**config.mk**
```make
export PLATFORM = sky130hd
export DESIGN_NAME = pcx_port_top
export DESIGN_NICKNAME = d
export VERILOG_FILES = /design/src/rtl/pcx_pkg.sv /design/src/rtl/pcx_reg_if.sv /design/src/rtl/pcx_wb_slave.sv /design/src/rtl/pcx_pin_cell.sv /design/src/rtl/pcx_port_top.sv
export VERILOG_INCLUDE_DIRS = /design/src /design/src/rtl
export SDC_FILE = /design/constraint.sdc
export NUM_CORES = 1
export LEC_CHECK = 0
export ABC_AREA = 1
export BUFFER_PORTS_ARGS = -buffer_cell sky130_fd_sc_hd__buf_2
export CORE_UTILIZATION = 50
export CTS_CLUSTER_SIZE = 40
export DETAILED_ROUTE_END_ITERATION = 8
export HOLD_SLACK_MARGIN = 0.12
export PLACE_DENSITY_LB_ADDON = 0.3
export SLEW_MARGIN = 0
export SYNTH_ARGS = -nofsm -noshare
export SYNTH_HDL_FRONTEND = slang
export SYNTH_SLANG_ARGS = --single-unit
```
**constraint.sdc**
```tcl
create_clock -name clk_i -period 2.4 [get_ports clk_i]
set_clock_uncertainty 0.2 [all_clocks]
set_input_delay 0.48 -clock clk_i [delete_from_list [all_inputs] [get_ports clk_i]]
set_output_delay 0.48 -clock clk_i [all_outputs]
set_load 0.005 [all_outputs]
```
**src/rtl/pcx_regs.svh**
```systemverilog
// register map, field positions and reset values of the port and crossbar block
// assumes a word-addressed slave: byte address is four times the index below
`ifndef PCX_REGS_SVH
`define PCX_REGS_SVH

// ----------------------------------------------------------------
// geometry
// ----------------------------------------------------------------
`define PCX_NPORTS 4
`define PCX_IDX_W 10

// ----------------------------------------------------------------
// register indices (byte address = index * 4)
// ----------------------------------------------------------------
`define PCX_IDX_LATCH0 10'h080
`define PCX_LATCH_STRIDE 10'h010
`define PCX_IDX_DRIVE0 10'h0A4
`define PCX_IDX_KIND0 10'h0F1
`define PCX_CFG_STRIDE 10'h001
`define PCX_IDX_CROSSBAR_CONTROL_1 10'h0E2
`define PCX_BIT_REGION 2'h1

// ----------------------------------------------------------------
// crossbar_control_1 fields
// ----------------------------------------------------------------
`define PCX_CROSSBAR_CONTROL_1_WPUD 7
`define PCX_CROSSBAR_CONTROL_1_CROSSBAR_ENABLE 6
`define PCX_CROSSBAR_CONTROL_1_ROUTE_W 6

// ----------------------------------------------------------------
// reset values
// ----------------------------------------------------------------
`define PCX_RST_LATCH 8'hFF
`define PCX_RST_KIND 8'hFF
`define PCX_RST_DRIVE 8'h00
`define PCX_RST_CROSSBAR_CONTROL_1 8'h00

`endif

```
**src/rtl/pcx_pkg.sv**
```systemverilog
// shared types of the port and crossbar block
// assumes nothing beyond the register header for numbers
package pcx_pkg;
	// one port byte or one register value
	typedef logic [7:0] pcx_byte_t;
	// word index on the register bus
	typedef logic [9:0] pcx_idx_t;
endpackage : pcx_pkg

```
**src/rtl/pcx_reg_if.sv**
```systemverilog
// carrier between the bus slave and the register file
// assumes both ends run on the same clock
`timescale 1ns/10ps
interface pcx_reg_if;
	import pcx_pkg::*;
	logic take; // request accepted this cycle
	logic wr; // write takes effect this cycle
	logic we; // direction of current request
	logic tag; // latch view for read-modify-write reads
	pcx_idx_t idx; // word index
	pcx_byte_t wdat; // write data
	pcx_byte_t rdat; // read data from register file
	modport bus (output take, output wr, output we, output tag, output idx, output wdat, input rdat);
	modport regs (input take, input wr, input we, input tag, input idx, input wdat, output rdat);
endinterface : pcx_reg_if

```
**src/rtl/pcx_wb_slave.sv**
```systemverilog
// classic wishbone slave front end for the port register file
// assumes a single-cycle master holding its request until ack
`timescale 1ns/10ps
module pcx_wb_slave
	import pcx_pkg::*;
(
	input wire logic clk_i, // system clock
	input wire logic rst_i, // synchronous reset
	input wire logic wb_cyc_i, // bus cycle
	input wire logic wb_stb_i, // strobe
	input wire logic wb_we_i, // write enable
	input wire logic wb_tga_i, // address tag: latch view
	input wire logic [11:0] wb_adr_i, // byte address
	input wire logic [3:0] wb_sel_i, // byte lanes
	input wire logic [31:0] wb_dat_i, // write data
	output logic [31:0] wb_dat_o, // read data
	output logic wb_ack_o, // acknowledge
	pcx_reg_if.bus reg_o // towards register file
);
	logic req;
	logic ack_q;
	logic [31:0] dat_q;

	// ----------------------------------------------------------------
	// request decode
	// ----------------------------------------------------------------
	assign req = wb_cyc_i & wb_stb_i;
	assign reg_o.take = req & ~ack_q;
	assign reg_o.wr = req & ack_q & wb_we_i & wb_sel_i[0]; // lane 0 holds the byte
	assign reg_o.we = wb_we_i;
	assign reg_o.tag = wb_tga_i;
	assign reg_o.idx = wb_adr_i[11:2];
	assign reg_o.wdat = wb_dat_i[7:0];

	// ack one cycle after the request, dropped the cycle after
	always_ff @(posedge clk_i) begin
		if (rst_i) begin
			ack_q <= 1'b0;
		end else begin
			ack_q <= req & ~ack_q;
		end
	end

	// read data caught as the request is taken, upper bits zero
	always_ff @(posedge clk_i) begin
		if (rst_i) begin
			dat_q <= 32'h00000000;
		end else if (reg_o.take) begin
			dat_q <= {24'h000000, reg_o.rdat};
		end
	end

	assign wb_ack_o = ack_q;
	assign wb_dat_o = dat_q;

	a_ack_single: assert property (@(posedge clk_i) disable iff (rst_i)
		wb_ack_o |=> !wb_ack_o) else $error("ack held longer than one cycle");
	a_ack_answer: assert property (@(posedge clk_i) disable iff (rst_i)
		(req && !wb_ack_o) |=> wb_ack_o) else $error("request not answered next cycle");
endmodule : pcx_wb_slave

```
**src/rtl/pcx_pin_cell.sv**
```systemverilog
// one port pin: driver, open-drain handling, weak pullup and read path
// assumes pin_i already synchronised to clk_i
`timescale 1ns/10ps
module pcx_pin_cell (
	input wire logic clk_i, // system clock, for checks only
	input wire logic rst_i, // synchronous reset, for checks only
	input wire logic latch_i, // output latch bit
	input wire logic digital_i, // input kind: 1 digital, 0 analog
	input wire logic push_pull_i, // drive mode: 1 push-pull, 0 open-drain
	input wire logic xbar_en_i, // crossbar enable
	input wire logic wpud_i, // weak pullup disable
	input wire logic periph_sel_i, // pin given to a peripheral
	input wire logic periph_dat_i, // peripheral output value
	input wire logic pin_i, // synchronised pin level
	output logic out_o, // pad output value
	output logic oe_o, // pad output enable
	output logic pullup_o, // weak pullup on
	output logic rd_o // level seen by a port read
);
	logic val;

	// ----------------------------------------------------------------
	// driver
	// ----------------------------------------------------------------
	// latch drives unless the crossbar gave the pin away
	assign val = periph_sel_i ? periph_dat_i : latch_i;
	// push-pull drives both levels, open-drain only low
	assign out_o = push_pull_i & val;
	assign oe_o = xbar_en_i & digital_i & (push_pull_i | ~val);
	// pullup only on open-drain digital pins not pulling low
	assign pullup_o = ~wpud_i & digital_i & ~push_pull_i & ~oe_o;
	// analog pins read as one, receiver off
	assign rd_o = digital_i ? pin_i : 1'b1;

	a_od_low_only: assert property (@(posedge clk_i) disable iff (rst_i)
		(oe_o && !push_pull_i) |-> !out_o) else $error("open-drain pin driven high");
	a_analog_quiet: assert property (@(posedge clk_i) disable iff (rst_i)
		!digital_i |-> (!oe_o && !pullup_o && rd_o)) else $error("analog pin not quiet");
	a_pullup_rule: assert property (@(posedge clk_i) disable iff (rst_i)
		(push_pull_i || wpud_i) |-> !pullup_o) else $error("pullup on where it must be off");
	a_pullup_on: assert property (@(posedge clk_i) disable iff (rst_i)
		(!wpud_i && digital_i && !push_pull_i && latch_i && !periph_sel_i) |-> pullup_o)
		else $error("open-drain pullup missing");
	a_gpio_drive: assert property (@(posedge clk_i) disable iff (rst_i)
		(xbar_en_i && digital_i && push_pull_i && !periph_sel_i) |-> (oe_o && out_o == latch_i))
		else $error("push-pull pin does not follow latch");
endmodule : pcx_pin_cell

```
**src/rtl/pcx_port_top.sv**
```systemverilog
// port latches, mode registers and crossbar control behind a wishbone slave
// assumes pad inputs are asynchronous; crossbar priority decode lives outside
//
// Function
// - A pin not given to a peripheral and not analog works as general-purpose input or output.
// - Each of the four ports has its own register, reachable as a byte or one bit at a time.
// - A write to a port register lands in the output latch, which sets each pin's output data.
// - An ordinary read of a port register returns the pin levels whatever the crossbar settings.
// - The listed arithmetic, logic, jump and single-bit instructions on a port are read-modify-write.
// - A read-modify-write reads the latch rather than the pins and writes the result back to the latch.
// - The crossbar is on only while its enable bit is one; otherwise every pin is an input.
// - All output drivers stay off while the crossbar is disabled.
// - With the pullup-disable bit zero, open-drain pins get a weak pullup unless driving low.
// - An input-kind bit of one makes a digital pin; zero makes an analog pin with driver, pullup and receiver off.
`timescale 1ns/10ps
`include "pcx_regs.svh"
module pcx_port_top
	import pcx_pkg::*;
#(
	parameter int NPORTS = `PCX_NPORTS // number of 8-bit ports
) (
	input wire logic clk_i, // system clock, 40 MHz
	input wire logic rst_i, // synchronous reset, active high
	input wire logic wb_cyc_i, // wishbone cycle
	input wire logic wb_stb_i, // wishbone strobe
	input wire logic wb_we_i, // wishbone write enable
	input wire logic wb_tga_i, // address tag: read the latch
	input wire logic [11:0] wb_adr_i, // wishbone byte address
	input wire logic [3:0] wb_sel_i, // wishbone byte select
	input wire logic [31:0] wb_dat_i, // wishbone write data
	output logic [31:0] wb_dat_o, // wishbone read data
	output logic wb_ack_o, // wishbone acknowledge
	input wire logic [NPORTS*8-1:0] pad_in_i, // pad levels, asynchronous
	output logic [NPORTS*8-1:0] pad_out_o, // pad output value
	output logic [NPORTS*8-1:0] pad_oe_o, // pad output enable
	output logic [NPORTS*8-1:0] pad_pullup_o, // weak pullup enable
	input wire logic [NPORTS*8-1:0] periph_sel_i, // pin given to a peripheral
	input wire logic [NPORTS*8-1:0] periph_dat_i, // peripheral output value
	output logic crossbar_enable_o, // crossbar enabled
	output logic [5:0] crossbar_routing_o // timer and counter routing bits
);
	localparam int NPINS = NPORTS * 8;

	pcx_reg_if reg_if ();

	logic [NPINS-1:0] pad_s1_q;
	logic [NPINS-1:0] pad_s2_q;
	logic [NPINS-1:0] latch_q;
	logic [NPINS-1:0] kind_q;
	logic [NPINS-1:0] drive_q;
	logic [NPINS-1:0] pin_rd;
	pcx_byte_t crossbar_control_1_q;
	logic [NPORTS-1:0] lat_hit;
	logic [NPORTS-1:0] bit_hit;
	logic [NPORTS-1:0] kind_hit;
	logic [NPORTS-1:0] drive_hit;
	logic crossbar_control_1_hit;
	logic bit_region;
	logic [2:0] bit_n;
	logic xbar_en;
	logic wpud;

	// ----------------------------------------------------------------
	// bus slave
	// ----------------------------------------------------------------
	pcx_wb_slave u_bus (
		.clk_i(clk_i),
		.rst_i(rst_i),
		.wb_cyc_i(wb_cyc_i),
		.wb_stb_i(wb_stb_i),
		.wb_we_i(wb_we_i),
		.wb_tga_i(wb_tga_i),
		.wb_adr_i(wb_adr_i),
		.wb_sel_i(wb_sel_i),
		.wb_dat_i(wb_dat_i),
		.wb_dat_o(wb_dat_o),
		.wb_ack_o(wb_ack_o),
		.reg_o(reg_if.bus)
	);

	// ----------------------------------------------------------------
	// pad synchroniser
	// ----------------------------------------------------------------
	// two stages before any logic reads the pads
	always_ff @(posedge clk_i) begin
		if (rst_i) begin
			pad_s1_q <= '0;
			pad_s2_q <= '0;
		end else begin
			pad_s1_q <= pad_in_i;
			pad_s2_q <= pad_s1_q;
		end
	end

	// ----------------------------------------------------------------
	// address decode
	// ----------------------------------------------------------------
	// bit region: index 0x100 plus the bit address, port sfr in bits 7:3
	assign bit_region = reg_if.idx[9:8] == `PCX_BIT_REGION;
	assign bit_n = reg_if.idx[2:0];
	assign crossbar_control_1_hit = reg_if.idx == `PCX_IDX_CROSSBAR_CONTROL_1;

	generate
		for (genvar p = 0; p < NPORTS; p++) begin : g_dec
			localparam logic [9:0] LAT_IDX = 10'(`PCX_IDX_LATCH0 + p * `PCX_LATCH_STRIDE);
			// byte and bit views of the same port latch
			assign lat_hit[p] = reg_if.idx == LAT_IDX;
			assign bit_hit[p] = bit_region && ({2'h0, reg_if.idx[7:3], 3'h0} == LAT_IDX);
			assign kind_hit[p] = reg_if.idx == 10'(`PCX_IDX_KIND0 + p * `PCX_CFG_STRIDE);
			assign drive_hit[p] = reg_if.idx == 10'(`PCX_IDX_DRIVE0 + p * `PCX_CFG_STRIDE);
		end
	endgenerate

	// ----------------------------------------------------------------
	// per-port registers
	// ----------------------------------------------------------------
	generate
		for (genvar p = 0; p < NPORTS; p++) begin : g_port
			// output latch: byte write, or single-bit write leaving others as latched
			always_ff @(posedge clk_i) begin
				if (rst_i) begin
					latch_q[p*8 +: 8] <= `PCX_RST_LATCH;
				end else if (reg_if.wr && lat_hit[p]) begin
					latch_q[p*8 +: 8] <= reg_if.wdat;
				end else if (reg_if.wr && bit_hit[p]) begin
					latch_q[p*8 + 32'(bit_n)] <= reg_if.wdat[0];
				end
			end

			// input kind: all digital after reset
			always_ff @(posedge clk_i) begin
				if (rst_i) begin
					kind_q[p*8 +: 8] <= `PCX_RST_KIND;
				end else if (reg_if.wr && kind_hit[p]) begin
					kind_q[p*8 +: 8] <= reg_if.wdat;
				end
			end

			// output drive mode: open-drain after reset
			always_ff @(posedge clk_i) begin
				if (rst_i) begin
					drive_q[p*8 +: 8] <= `PCX_RST_DRIVE;
				end else if (reg_if.wr && drive_hit[p]) begin
					drive_q[p*8 +: 8] <= reg_if.wdat;
				end
			end
		end
	endgenerate

	// ----------------------------------------------------------------
	// crossbar control
	// ----------------------------------------------------------------
	// enable, pullup disable and routing bits for the outside crossbar
	always_ff @(posedge clk_i) begin
		if (rst_i) begin
			crossbar_control_1_q <= `PCX_RST_CROSSBAR_CONTROL_1;
		end else if (reg_if.wr && crossbar_control_1_hit) begin
			crossbar_control_1_q <= reg_if.wdat;
		end
	end

	assign xbar_en = crossbar_control_1_q[`PCX_CROSSBAR_CONTROL_1_CROSSBAR_ENABLE];
	assign wpud = crossbar_control_1_q[`PCX_CROSSBAR_CONTROL_1_WPUD];
	assign crossbar_enable_o = xbar_en;
	assign crossbar_routing_o = crossbar_control_1_q[`PCX_CROSSBAR_CONTROL_1_ROUTE_W-1:0];

	// ----------------------------------------------------------------
	// pin cells
	// ----------------------------------------------------------------
	generate
		for (genvar k = 0; k < NPINS; k++) begin : g_pin
			pcx_pin_cell u_cell (
				.clk_i(clk_i),
				.rst_i(rst_i),
				.latch_i(latch_q[k]),
				.digital_i(kind_q[k]),
				.push_pull_i(drive_q[k]),
				.xbar_en_i(xbar_en),
				.wpud_i(wpud),
				.periph_sel_i(periph_sel_i[k]),
				.periph_dat_i(periph_dat_i[k]),
				.pin_i(pad_s2_q[k]),
				.out_o(pad_out_o[k]),
				.oe_o(pad_oe_o[k]),
				.pullup_o(pad_pullup_o[k]),
				.rd_o(pin_rd[k])
			);
		end
	endgenerate

	// ----------------------------------------------------------------
	// read mux
	// ----------------------------------------------------------------
	// plain reads see the pins, tagged reads see the latch
	always_comb begin
		reg_if.rdat = 8'h00;
		for (int p = 0; p < NPORTS; p++) begin
			if (lat_hit[p]) begin
				reg_if.rdat = reg_if.tag ? latch_q[p*8 +: 8] : pin_rd[p*8 +: 8];
			end
			if (bit_hit[p]) begin
				reg_if.rdat = {7'h00, reg_if.tag ? latch_q[p*8 + 32'(bit_n)] : pin_rd[p*8 + 32'(bit_n)]};
			end
			if (kind_hit[p]) begin
				reg_if.rdat = kind_q[p*8 +: 8];
			end
			if (drive_hit[p]) begin
				reg_if.rdat = drive_q[p*8 +: 8];
			end
		end
		if (crossbar_control_1_hit) begin
			reg_if.rdat = crossbar_control_1_q;
		end
	end

	// ----------------------------------------------------------------
	// checks
	// ----------------------------------------------------------------
	a_write_latch: assert property (@(posedge clk_i) disable iff (rst_i)
		(reg_if.wr && lat_hit[0]) |=> (latch_q[7:0] == $past(reg_if.wdat)))
		else $error("byte write did not reach the latch");

	a_bit_write: assert property (@(posedge clk_i) disable iff (rst_i)
		(reg_if.wr && bit_hit[0]) |=>
		(((latch_q[7:0] ^ $past(latch_q[7:0])) & ~(8'(8'h01 << $past(bit_n)))) == 8'h00)
		&& (latch_q[$past(bit_n)] == $past(reg_if.wdat[0])))
		else $error("bit write disturbed other latch bits");

	a_read_pins: assert property (@(posedge clk_i) disable iff (rst_i)
		(reg_if.take && !reg_if.we && lat_hit[0] && !reg_if.tag) |=>
		(wb_ack_o && wb_dat_o == {24'h000000, $past(pin_rd[7:0])}))
		else $error("plain read did not return pin levels");

	a_rmw_latch: assert property (@(posedge clk_i) disable iff (rst_i)
		(reg_if.take && !reg_if.we && lat_hit[0] && reg_if.tag) |=>
		(wb_ack_o && wb_dat_o == {24'h000000, $past(latch_q[7:0])}))
		else $error("latch view read did not return the latch");

	a_xbar_off: assert property (@(posedge clk_i) disable iff (rst_i)
		!xbar_en |-> (pad_oe_o == '0))
		else $error("driver on while crossbar disabled");

	a_xbar_wake: assert property (@(posedge clk_i) disable iff (rst_i)
		(reg_if.wr && crossbar_control_1_hit && reg_if.wdat[`PCX_CROSSBAR_CONTROL_1_CROSSBAR_ENABLE]) |=> crossbar_enable_o)
		else $error("crossbar enable write ignored");

	// routing bits are passed on exactly as written
	a_route_follow: assert property (@(posedge clk_i) disable iff (rst_i)
		(reg_if.wr && crossbar_control_1_hit) |=> (crossbar_routing_o == $past(reg_if.wdat[5:0])))
		else $error("routing bits do not follow the control write");

	// pullup disable switches every pullup off at once
	a_pullup_global: assert property (@(posedge clk_i) disable iff (rst_i)
		wpud |-> (pad_pullup_o == '0))
		else $error("pullup on while globally disabled");

	// a write whose low lane is not selected leaves the latch alone
	a_lane_ignore: assert property (@(posedge clk_i) disable iff (rst_i)
		(wb_cyc_i && wb_stb_i && wb_ack_o && wb_we_i && !wb_sel_i[0] && lat_hit[0]) |=>
		(latch_q[7:0] == $past(latch_q[7:0])))
		else $error("latch changed by a write without lane zero");

	// tagged single-bit read returns the latch bit
	a_bit_rmw_read: assert property (@(posedge clk_i) disable iff (rst_i)
		(reg_if.take && !reg_if.we && bit_hit[0] && reg_if.tag) |=>
		(wb_ack_o && wb_dat_o == {31'h00000000, $past(latch_q[bit_n])}))
		else $error("latch view bit read did not return the latch bit");

	// an analog pin reads as one on a plain port read
	a_analog_read: assert property (@(posedge clk_i) disable iff (rst_i)
		(reg_if.take && !reg_if.we && lat_hit[0] && !reg_if.tag && !kind_q[0]) |=> wb_dat_o[0])
		else $error("analog pin did not read as one");

	// an unmapped index reads as zero
	a_unmapped_zero: assert property (@(posedge clk_i) disable iff (rst_i)
		(reg_if.take && !reg_if.we && reg_if.idx == 10'h000) |=> (wb_dat_o == 32'h00000000))
		else $error("unmapped read not zero");

	// every port: byte writes land in its own latch and mode registers
	generate
		for (genvar p = 0; p < NPORTS; p++) begin : g_chk
			a_port_latch: assert property (@(posedge clk_i) disable iff (rst_i)
				(reg_if.wr && lat_hit[p]) |=> (latch_q[p*8 +: 8] == $past(reg_if.wdat)))
				else $error("port latch write lost");
			a_port_kind: assert property (@(posedge clk_i) disable iff (rst_i)
				(reg_if.wr && kind_hit[p]) |=> (kind_q[p*8 +: 8] == $past(reg_if.wdat)))
				else $error("input kind write lost");
			a_port_drive: assert property (@(posedge clk_i) disable iff (rst_i)
				(reg_if.wr && drive_hit[p]) |=> (drive_q[p*8 +: 8] == $past(reg_if.wdat)))
				else $error("drive mode write lost");
		end
	endgenerate
endmodule : pcx_port_top

```
# == Word level (Yosys, flattened, before mapping) ==
# Cells that the tools add are included.
# op_classes
n_addsub,3
magnitude_cmp,8
n_eq_ne,18
muxes,125
bitwise_logic,332
n_reduce_logical,33
# op_table
cell,count
8-bit 2-to-1 mux,26
1-bit AND,197
"10-bit by 8-bit equality test with 1-bit output, second input constant",13
32-bit bitwise mux,4
1-bit NOT,103
"32-bit by 1-bit greater-or-equal comparator with 1-bit output, second input constant",3
1-bit 2-to-1 mux,80
32-bit 2-to-1 mux,1
1-bit OR,32
1-bit binary-select mux with 5-bit select,6
1-bit logical AND,25
24-bit 2-to-1 mux,1
"5-bit equality test, second input constant",4
16-bit 2-to-1 mux,1
1-bit demux with 5-bit select,3
"5-bit by 3-bit adder with 6-bit output, first input constant",2
"6-bit less-than comparator, second input constant",2
3-bit AND reduction,4
2-bit nonzero test,4
1-bit binary-select mux with 3-bit select,2
"3-bit by 6-bit less-than comparator with 1-bit output, second input constant",1
"5-bit by 6-bit less-than comparator with 1-bit output, second input constant",1
"4-bit by 3-bit adder with 5-bit output, first input constant",1
1-bit demux with 3-bit select,1
2 further kinds,2
# totals
ff_bits,273
input_bits,150
output_inout_bits,136
wordCells,540

# == Longest topological paths before layout ==
# Gate-level depths: netlist of the first run.
# depth
depth_word,20
depth_mapped,18
ltp_nobuf,18

# == By module ==
# Synthesis of the first run repeated with hierarchy kept, for this count alone.
# unflattened
hier_cells,1492
area_unflattened_um2,9425.3
# by_module_without_submodules
module,n_inst,cells_per_inst,area_per_inst_um2,seq_area_each_um2
pcx_port_top,1,845,6142.1,2722.6
pcx_pin_cell,32,17,80.1,0.0
pcx_wb_slave,1,103,720.7,180.2

# == Worst setup path after synthesis of the first run ==
# OpenSTA, ideal clock, no wires.
# synth_path
kind,input -> register
startpoint,input port wb_adr_i[11]
endpoint,register u_bus.dat_q[5] (netlist: u_bus.wb_dat_o[5])
setup_time_ns,0.132
arrival_time_ns,1.862
t_required_ns,2.068
setup_slack_ns,0.206
stages,18
path_buffers,0
cell_sequence,inv_1 > nand2_1 > nor2_4 > nand3_4 > nor2_4 > inv_2 > nand3_1 > nand2_1 > nand2_1 > nand3_1 > nand2_1 > nand3_1 > nand2_1 > nand3_1 > nand2_1 > nand2_1 > nand2_1 > a21oi_1
# synth_between
elab_chain_len,18
word_cells_on_any_way,35
classes_between,eq/ne: 14; mux: 17; reduce/logical: 4
# synth_rtl
element,line,source
"start, declared",pcx_port_top.sv:28,"input wire logic [11:0] wb_adr_i,"
10-bit by 8-bit equality test with 1-bit output or 2-bit by 1-bit equality test with 1-bit output (tied branches),n/a,
8-bit 2-to-1 mux or 1-bit logical AND (tied branches),"pcx_port_top.sv:198, pcx_port_top.sv:108",
8-bit 2-to-1 mux,pcx_port_top.sv:201,if (bit_hit[p]) begin
8-bit 2-to-1 mux,pcx_port_top.sv:204,if (kind_hit[p]) begin
8-bit 2-to-1 mux,pcx_port_top.sv:207,if (drive_hit[p]) begin
8-bit 2-to-1 mux,pcx_port_top.sv:198,if (lat_hit[p]) begin
8-bit 2-to-1 mux,pcx_port_top.sv:201,
8-bit 2-to-1 mux,pcx_port_top.sv:204,
(+2 left out),n/a,
8-bit 2-to-1 mux,pcx_port_top.sv:201,
8-bit 2-to-1 mux,pcx_port_top.sv:204,
8-bit 2-to-1 mux,pcx_port_top.sv:207,
8-bit 2-to-1 mux,pcx_port_top.sv:198,
8-bit 2-to-1 mux,pcx_port_top.sv:201,
8-bit 2-to-1 mux,pcx_port_top.sv:204,
8-bit 2-to-1 mux,pcx_port_top.sv:207,
8-bit 2-to-1 mux *,pcx_port_top.sv:211,if (crossbar_control_1_hit) begin
"end signal, assigned",pcx_wb_slave.sv:49,"dat_q <= {24'h000000, reg_o.rdat};"
"end, declared",pcx_wb_slave.sv:22,logic [31:0] dat_q;
# Every way passes the cells marked *; elsewhere a longest branch is shown, timed or not.
# A chain may end at the register's enable or synchronous reset.

# == Final worst setup path of the first run ==
# layout_path
startpoint,register crossbar_control_1_q[6]
endpoint,output port pad_pullup_o[22]
# layout_between
elab_chain_len,4
# layout_rtl
element,line,source
"start, declared",pcx_port_top.sv:52,pcx_byte_t crossbar_control_1_q;
"start signal, assigned",pcx_port_top.sv:156,crossbar_control_1_q <= `PCX_RST_CROSSBAR_CONTROL_1;
"start signal, assigned",pcx_port_top.sv:158,crossbar_control_1_q <= reg_if.wdat;
1-bit AND (2 in series),pcx_pin_cell.sv:29,assign oe_o = xbar_en_i & digital_i & (push_pull_i | ~val);
1-bit NOT,pcx_pin_cell.sv:31,assign pullup_o = ~wpud_i & digital_i & ~push_pull_i & ~oe_o;
1-bit AND,pcx_pin_cell.sv:31,
"end, declared",pcx_port_top.sv:36,"output logic [NPORTS*8-1:0] pad_pullup_o,"
# No other way between the ends.

==> results of run 1 <==
[kinds of logic (layout without fill, tap and decap cells)]
family | Yosys count | after routing
and+or+nand+nor | 564 | 564
buffers and inverters | 352 | 589
AOI/OAI and AO/OA | 209 | 209
DFF | 145 | 145
other | 1 | 24
[power groups by stage]
stage | Clock [W] | Sequential (W) | Combinational (W)
6_report | 0.00286 | 0.00248 | 0.000557
5_1_grt | 0.00299 | 0.00248 | 0.000608
4_1_cts | 0.00287 | 0.00248 | 0.000545
3_5_place_dp | 0 | 0.00253 | 0.000501
3_3_place_gp | 0 | 0.00253 | 0.000499
2_1_floorplan | 0 | 0.00252 | 0.000258
[layer usage]
metal,up-vias,global-route usage (%),part of all wire (%)
met2,505,50.9,45
met3,45,5.48,8.4
met5,-,0,0
li1,4420,-,-
met1,4019,43.3,44
met4,0,13.4,2.8
[placed cells by master, fill, tap and decap left out, types with 2 or more instances in the layout]
cell / instances
a211oi_1: 8
a21oi_1: 82
a311oi_2: 5
and3_1: 2
buf_12: 10
buf_2: 232
buf_4: 84
buf_6: 3
bufinv_16: 3
clkbuf_16: 18
clkinv_1: 2
clkinv_4: 2
clkinvlp_4: 3
conb_1: 24
dfxtp_1: 143
dlygate4sd3_1: 32
inv_1: 176
inv_2: 14
inv_6: 3
inv_8: 4
nand2_1: 213
nand2_2: 8
nand3_1: 63
nand3_2: 3
nand3b_1: 3
nand4_1: 11
nor2_1: 190
nor2_2: 11
nor2_4: 9
nor3_1: 25
nor3_2: 3
nor4_1: 19
nor4_2: 2
o211ai_1: 34
o21ai_0: 70
o21ai_1: 3
o22ai_1: 2
[final cells by class]
| cell class | count | area, sq um |
|---|---|---|
| Fill cell | 1432 | 5350 |
| Multi-Input combinational cell | 797 | 3840 |
| Sequential cell | 145 | 2910 |
| Timing Repair Buffer | 363 | 2390 |
| Inverter | 194 | 734 |
| Clock buffer | 18 | 439 |
| Tap cell | 216 | 270 |
| Clock inverter | 14 | 194 |
[critical path: cells and delay by family (launching register included)]
kind	cells	cell delay (ns)
and+or+nand+nor	2	0.47
buffers and inverters	3	0.42
DFF	1	0.37
[per-stage QoR]
step                      utilization, %  hold WS, ns
after floorplan                        -        0.188
after global placement              59.9        0.190
final                               66.8        0.166
after detailed placement            59.9        0.193
after global routing                66.8        0.169
after CTS                           66.2        0.153
[registers in the layout, summed over array words and instances, names as in the netlist]
| register | cells |
|---|---|
| kind_q | 32 |
| pad_s1_q | 32 |
| pad_s2_q | 32 |
| crossbar_control_1_q | 8 |
| u_bus.wb_dat_o | 8 |
| drive_q | 32 |
| u_bus.wb_ack_o | 1 |
[how the worst max path moves through the flow]
| stage | slack [ns] | end | from | cells after the start |
|---|---|---|---|---|
| 6_report | 0.02 | pad_pullup_o[22] | crossbar_control_1_q[6] | 5 |
| 5_1_grt | -0.01 | pad_pullup_o[7] | crossbar_control_1_q[7] | 4 |
| 4_1_cts | -0.03 | pad_pullup_o[30] | crossbar_control_1_q[6] | 5 |
| 3_5_place_dp | -0.26 | u_bus.wb_dat_o[7] | wb_adr_i[11] | 17 |
| 3_3_place_gp | -0.23 | u_bus.wb_dat_o[2] | wb_adr_i[11] | 19 |
| 2_1_floorplan | 0.21 | u_bus.wb_dat_o[5] | wb_adr_i[11] | 18 |
[timing repair]
item,CTS,global route
hold buffers,32,0
setup buffers,1,1
resized for setup,12,11
setup endpoints to repair,35,30
endpoints found under the hold margin,32,0
gates cloned,0,1
pin swaps,0,6
==> flow_metrics.tcl, run 1 <==
set metrics [dict create \
    h-tree-depth 4 \
    fin_total_pwr_w 0.00589 \
    synth_xor_area_share_pct 0 \
    min_from "wb_dat_i[4]" \
    grt_max_degree 65 \
    synth-async-reset-ratio_pct 0 \
    fmax_ghz 0.420 \
    power_frac_comb_pct 9.5 \
    dieArea_sq_mm 0.0172 \
    avgRoutedWirePerCell_microns 16.1 \
    drive_gt1_share_pct 27.8 \
    nNetsFinal 1668 \
    hold_class "primary input to flop" \
    synth_common_cells "nand2_1 (214), nor2_1 (192), inv_1 (177)" \
    synth_cells 1271 \
    crit_chain "clkinvlp_4 > buf_12 > nor2_1 > nor4_1 > buf_2" \
    swShare_pct 25.4 \
    seq_power_share_pct 42.0 \
    p_leak_nw 5.59 \
    power_switching_w 0.00150 \
    yosysWarnings 64 \
    grt_pass1_wl_microns 42500 \
    critPathLaunchType "flop" \
    syn_avg_cell_area_sq_um 6.58 \
    slowest_delay_ns 0.37 \
    row_count 46 \
    synth_top_area_share_pct 34.7 \
    synth.area.mux_share_pct 0 \
    outcome "finished clean" \
    clk_path_buf_depth 2 \
    synthFlopType "dfxtp_1" \
    synth_cell_types 36 \
    yosysMostFrequentCell "nand2_1" \
    hold_viol 0 \
    critical-path-slowest-cell "dfxtp_4" \
    cts_buffers 17 \
    synth_edf_count 0 \
    crit_type "flop to output pin" \
    slew_violations 0 \
    synth_area_leaders "dfxtp_1 (35%), buf_4 (11%), nand2_1 (9.6%)" \
    r2r_end "u_bus.wb_dat_o[0]" \
    rsz0062_at_grt "true" \
    setup_tns_ns 0 \
    power_density_mw_per_mm2 547 \
    required_ns 1.72 \
    reg2reg_slack_ns 0.30 \
    dp_worst_setup_slack_ns -0.260 \
    cts_tree "done" \
    fin_crit_ns 2.38 \
    clkSlewWorstSetupHoldPaths_ns 0.07 \
    drt-total-wl_microns 28200 \
    pin_count 286 \
    clkPwrFrac_pct 48.5 \
    globalplace.congestion 0.984 \
    diodes 0 \
    r2r.worst_path.cells 17 \
    cp_data_arrival_time_ns 1.70 \
    drc 0 \
    die_y_microns 131 \
    path_max_fanout 7 \
    dp.cells 1680 \
    timing.final.ws_setup_ns 0.0171 \
    dieWidth_microns 131 \
    dr.pass1.iters 5 \
    finalSetupViolations 0 \
    synth_adder_area_share_pct 0 \
    worst_ir_drop_vdd_v 0.000502 \
    area_delta_synth_final_pct 28.8 \
    dpl-instance-area_sq_mm 0.00966 \
    initial_core_util_pct 51.9 \
    clk_latency_ns 0.44 \
    drtIter0Drc 929 \
    yosysSeqAreaShare_pct 34.7 \
    worstMarginPinSlew_ns 0.618 \
    grt_pass1_vias 7986 \
    end_kind "output pin" \
    r2r_start "kind_q[2]" \
    io_buffers 232 \
    p_int_w 0.00439 \
    clock_sinks 145 \
    vias_per_cell 5.15 \
    drt.antenna.violating_nets 0 \
    slew_headroom_pct 58.8 \
    fp.coreArea_sq_mm 0.0161 \
    stdcell_count 1747 \
    synth_top_family_by_area "simple AND/OR/NAND/NOR gates" \
    min_delay_worst_endpoint "kind_q[28]" \
    fin_area_sq_mm 0.0108 \
    fin_crit_sh_pct 99.3 \
    vias 8989 \
    yosys.area_share.simple_pct 29.7 \
    synth_top_area_cell "dfxtp_1" \
    dp_hpwl_microns 20900 \
    synth_compound_area_share_pct 14.2 \
    ys_seq_elements 145 \
    drv_cap 0 \
    grt-ovfl-total 0 \
    hold_path_depth 3 \
    antenna_found_initial 0 \
    grt_usage_pct 32.2 \
    synthesis.area_sq_mm 0.00836 \
    clockRootBuffer "clkbuf_16" \
]
No activity file was read; power rests on OpenSTA's default activity.
==> run 2: changes to the inputs <==
- CORE_UTILIZATION: 50 -> 30
- SKIP_CTS_REPAIR_TIMING: default -> 1
==> run 2 against run 1 <==
Die area grew 66%; critical path depth shrank 1; via count shrank 4.0%; wire length grew 8.9%; setup slack gained 0.030 ns; register-to-register slack gained 0.02 ns; final cell count grew 9.4%; flip-flop and latch count is the same; first-iteration DRC count shrank 28%; maximum frequency grew 1.3%; final area grew 1.4%; global-route usage shrank 11 points; critical path type unchanged; critical endpoint unchanged.
==> flow_metrics.tcl, run 2 (synthesis results as in run 1) <==
set metrics [dict create \
    grt_pass1_vias 7648 \
    clk_latency_ns 0.43 \
    drv_cap 0 \
    p_leak_nw 5.57 \
    path_max_fanout 10 \
    antenna_found_initial 2 \
    slew_violations 0 \
    grt_usage_pct 21.4 \
    power_frac_comb_pct 9.8 \
    dieWidth_microns 169 \
    outcome "finished clean" \
    cts_tree "done" \
    clkSlewWorstSetupHoldPaths_ns 0.07 \
    drtIter0Drc 666 \
    clkPwrFrac_pct 46.3 \
    grt_max_degree 65 \
    drc 0 \
    row_count 60 \
    finalSetupViolations 0 \
    dieArea_sq_mm 0.0285 \
    fin_crit_sh_pct 98.0 \
    dr.pass1.iters 5 \
    drt.antenna.violating_nets 0 \
    hold_class "primary input to flop" \
    die_y_microns 169 \
    setup_tns_ns 0 \
    cp_data_arrival_time_ns 1.67 \
    end_kind "output pin" \
    pin_count 286 \
    initial_core_util_pct 30.8 \
    clock_sinks 145 \
    seq_power_share_pct 43.8 \
    drt-total-wl_microns 30700 \
    nNetsFinal 1677 \
    finish.utilization_pct 40.2 \
    hold_viol 0 \
    globalplace.congestion 0.922 \
    area_delta_synth_final_pct 30.5 \
    vias_per_cell 4.51 \
    swShare_pct 26.6 \
    h-tree-depth 4 \
    avgRoutedWirePerCell_microns 16.1 \
    slew_headroom_pct 64.4 \
    fp.coreArea_sq_mm 0.0272 \
    fin_crit_ns 2.35 \
    io_buffers 232 \
    holdWs_ns 0.168 \
    vias 8626 \
    required_ns 1.72 \
    grt_pass1_wl_microns 45500 \
    clockRootBuffer "clkbuf_16" \
    nFillCells 3002 \
    drive_gt1_share_pct 28.3 \
    layout_common_cells "buf_2 (232), nand2_1 (209), nor2_1 (191), inv_1 (174), dfxtp_1 (142)" \
    grt-ovfl-total 0 \
    layout_commonest_cell "buf_2" \
    crit_type "flop to output pin" \
    worstMarginPinSlew_ns 0.534 \
    fmax_ghz 0.425 \
    cts_buffers 17 \
    power_density_mw_per_mm2 518 \
    power_switching_w 0.00151 \
    rsz0062_at_grt "true" \
    diodes 0 \
    critPathLaunchType "flop" \
    dp_hpwl_microns 24100 \
    worst_ir_drop_vdd_v 0.000431 \
    clk_path_buf_depth 2 \
    dp_worst_setup_slack_ns -0.274 \
    timing.final.ws_setup_ns 0.0471 \
    p_int_w 0.00414 \
]
run 2: layout make-up:
type                       count  area (sq um)  share of cell area (%)
multi-input combinational    797          3820                    35.0
clock buffer                  17           425                    3.90
sequential                   145          2910                    26.6
tap                          372           465                    4.26
timing repair buffer         372          2400                    22.0
clock inverter                15           149                    1.36
inverter                     194           739                    6.78
run 2: path summary, 6_finish.rpt:
| check | cells after the start | endpoint | start | slack [ns] |
|---|---|---|---|---|
| max reg2reg | 17 | u_bus.wb_dat_o[0] | kind_q[4] | 0.32 |
| max | 4 | pad_pullup_o[22] | crossbar_control_1_q[7] | 0.05 |
| min | 3 | kind_q[31] | wb_dat_i[7] | 0.17 |
| min reg2reg | 2 | pad_s2_q[6] | pad_s1_q[6] | 0.20 |
run 2: worst max-delay path, cell delays in order, from the launching register on:
cell	delay [ns]
dfxtp_2	0.42
buf_4	0.23
nor4_4	0.31
buf_4	0.18
buf_2	0.10
run 2: per-stage QoR:
step	cell area [sq um]	total power, W	std cells
finish	10900	0.00565	1912
global route	10900	0.00587	1912
detailed placement	9900	0.00304	1843
CTS	10500	0.00565	1875
global placement	9900	0.00304	1843
floorplan	8450	0.00278	1294
run 2: power groups by stage:
stage	registers, W	clock network [W]	logic (W)
floorplan	0.00252	0	0.000258
global placement	0.00253	0	0.000510
detailed placement	0.00253	0	0.000510
CTS	0.00248	0.00266	0.000511
global route	0.00248	0.00277	0.000614
finish	0.00248	0.00262	0.000555
run 2: per-layer routing:
layer / up-vias / GRT usage [%] / part of all wire, %
li1: 4428 / - / -
met4: 2 / 7.15 / 2.2
met3: 32 / 3.32 / 5.4
met2: 294 / 33.1 / 44
met1: 3870 / 30.2 / 48
met5: - / 0 / 0.052
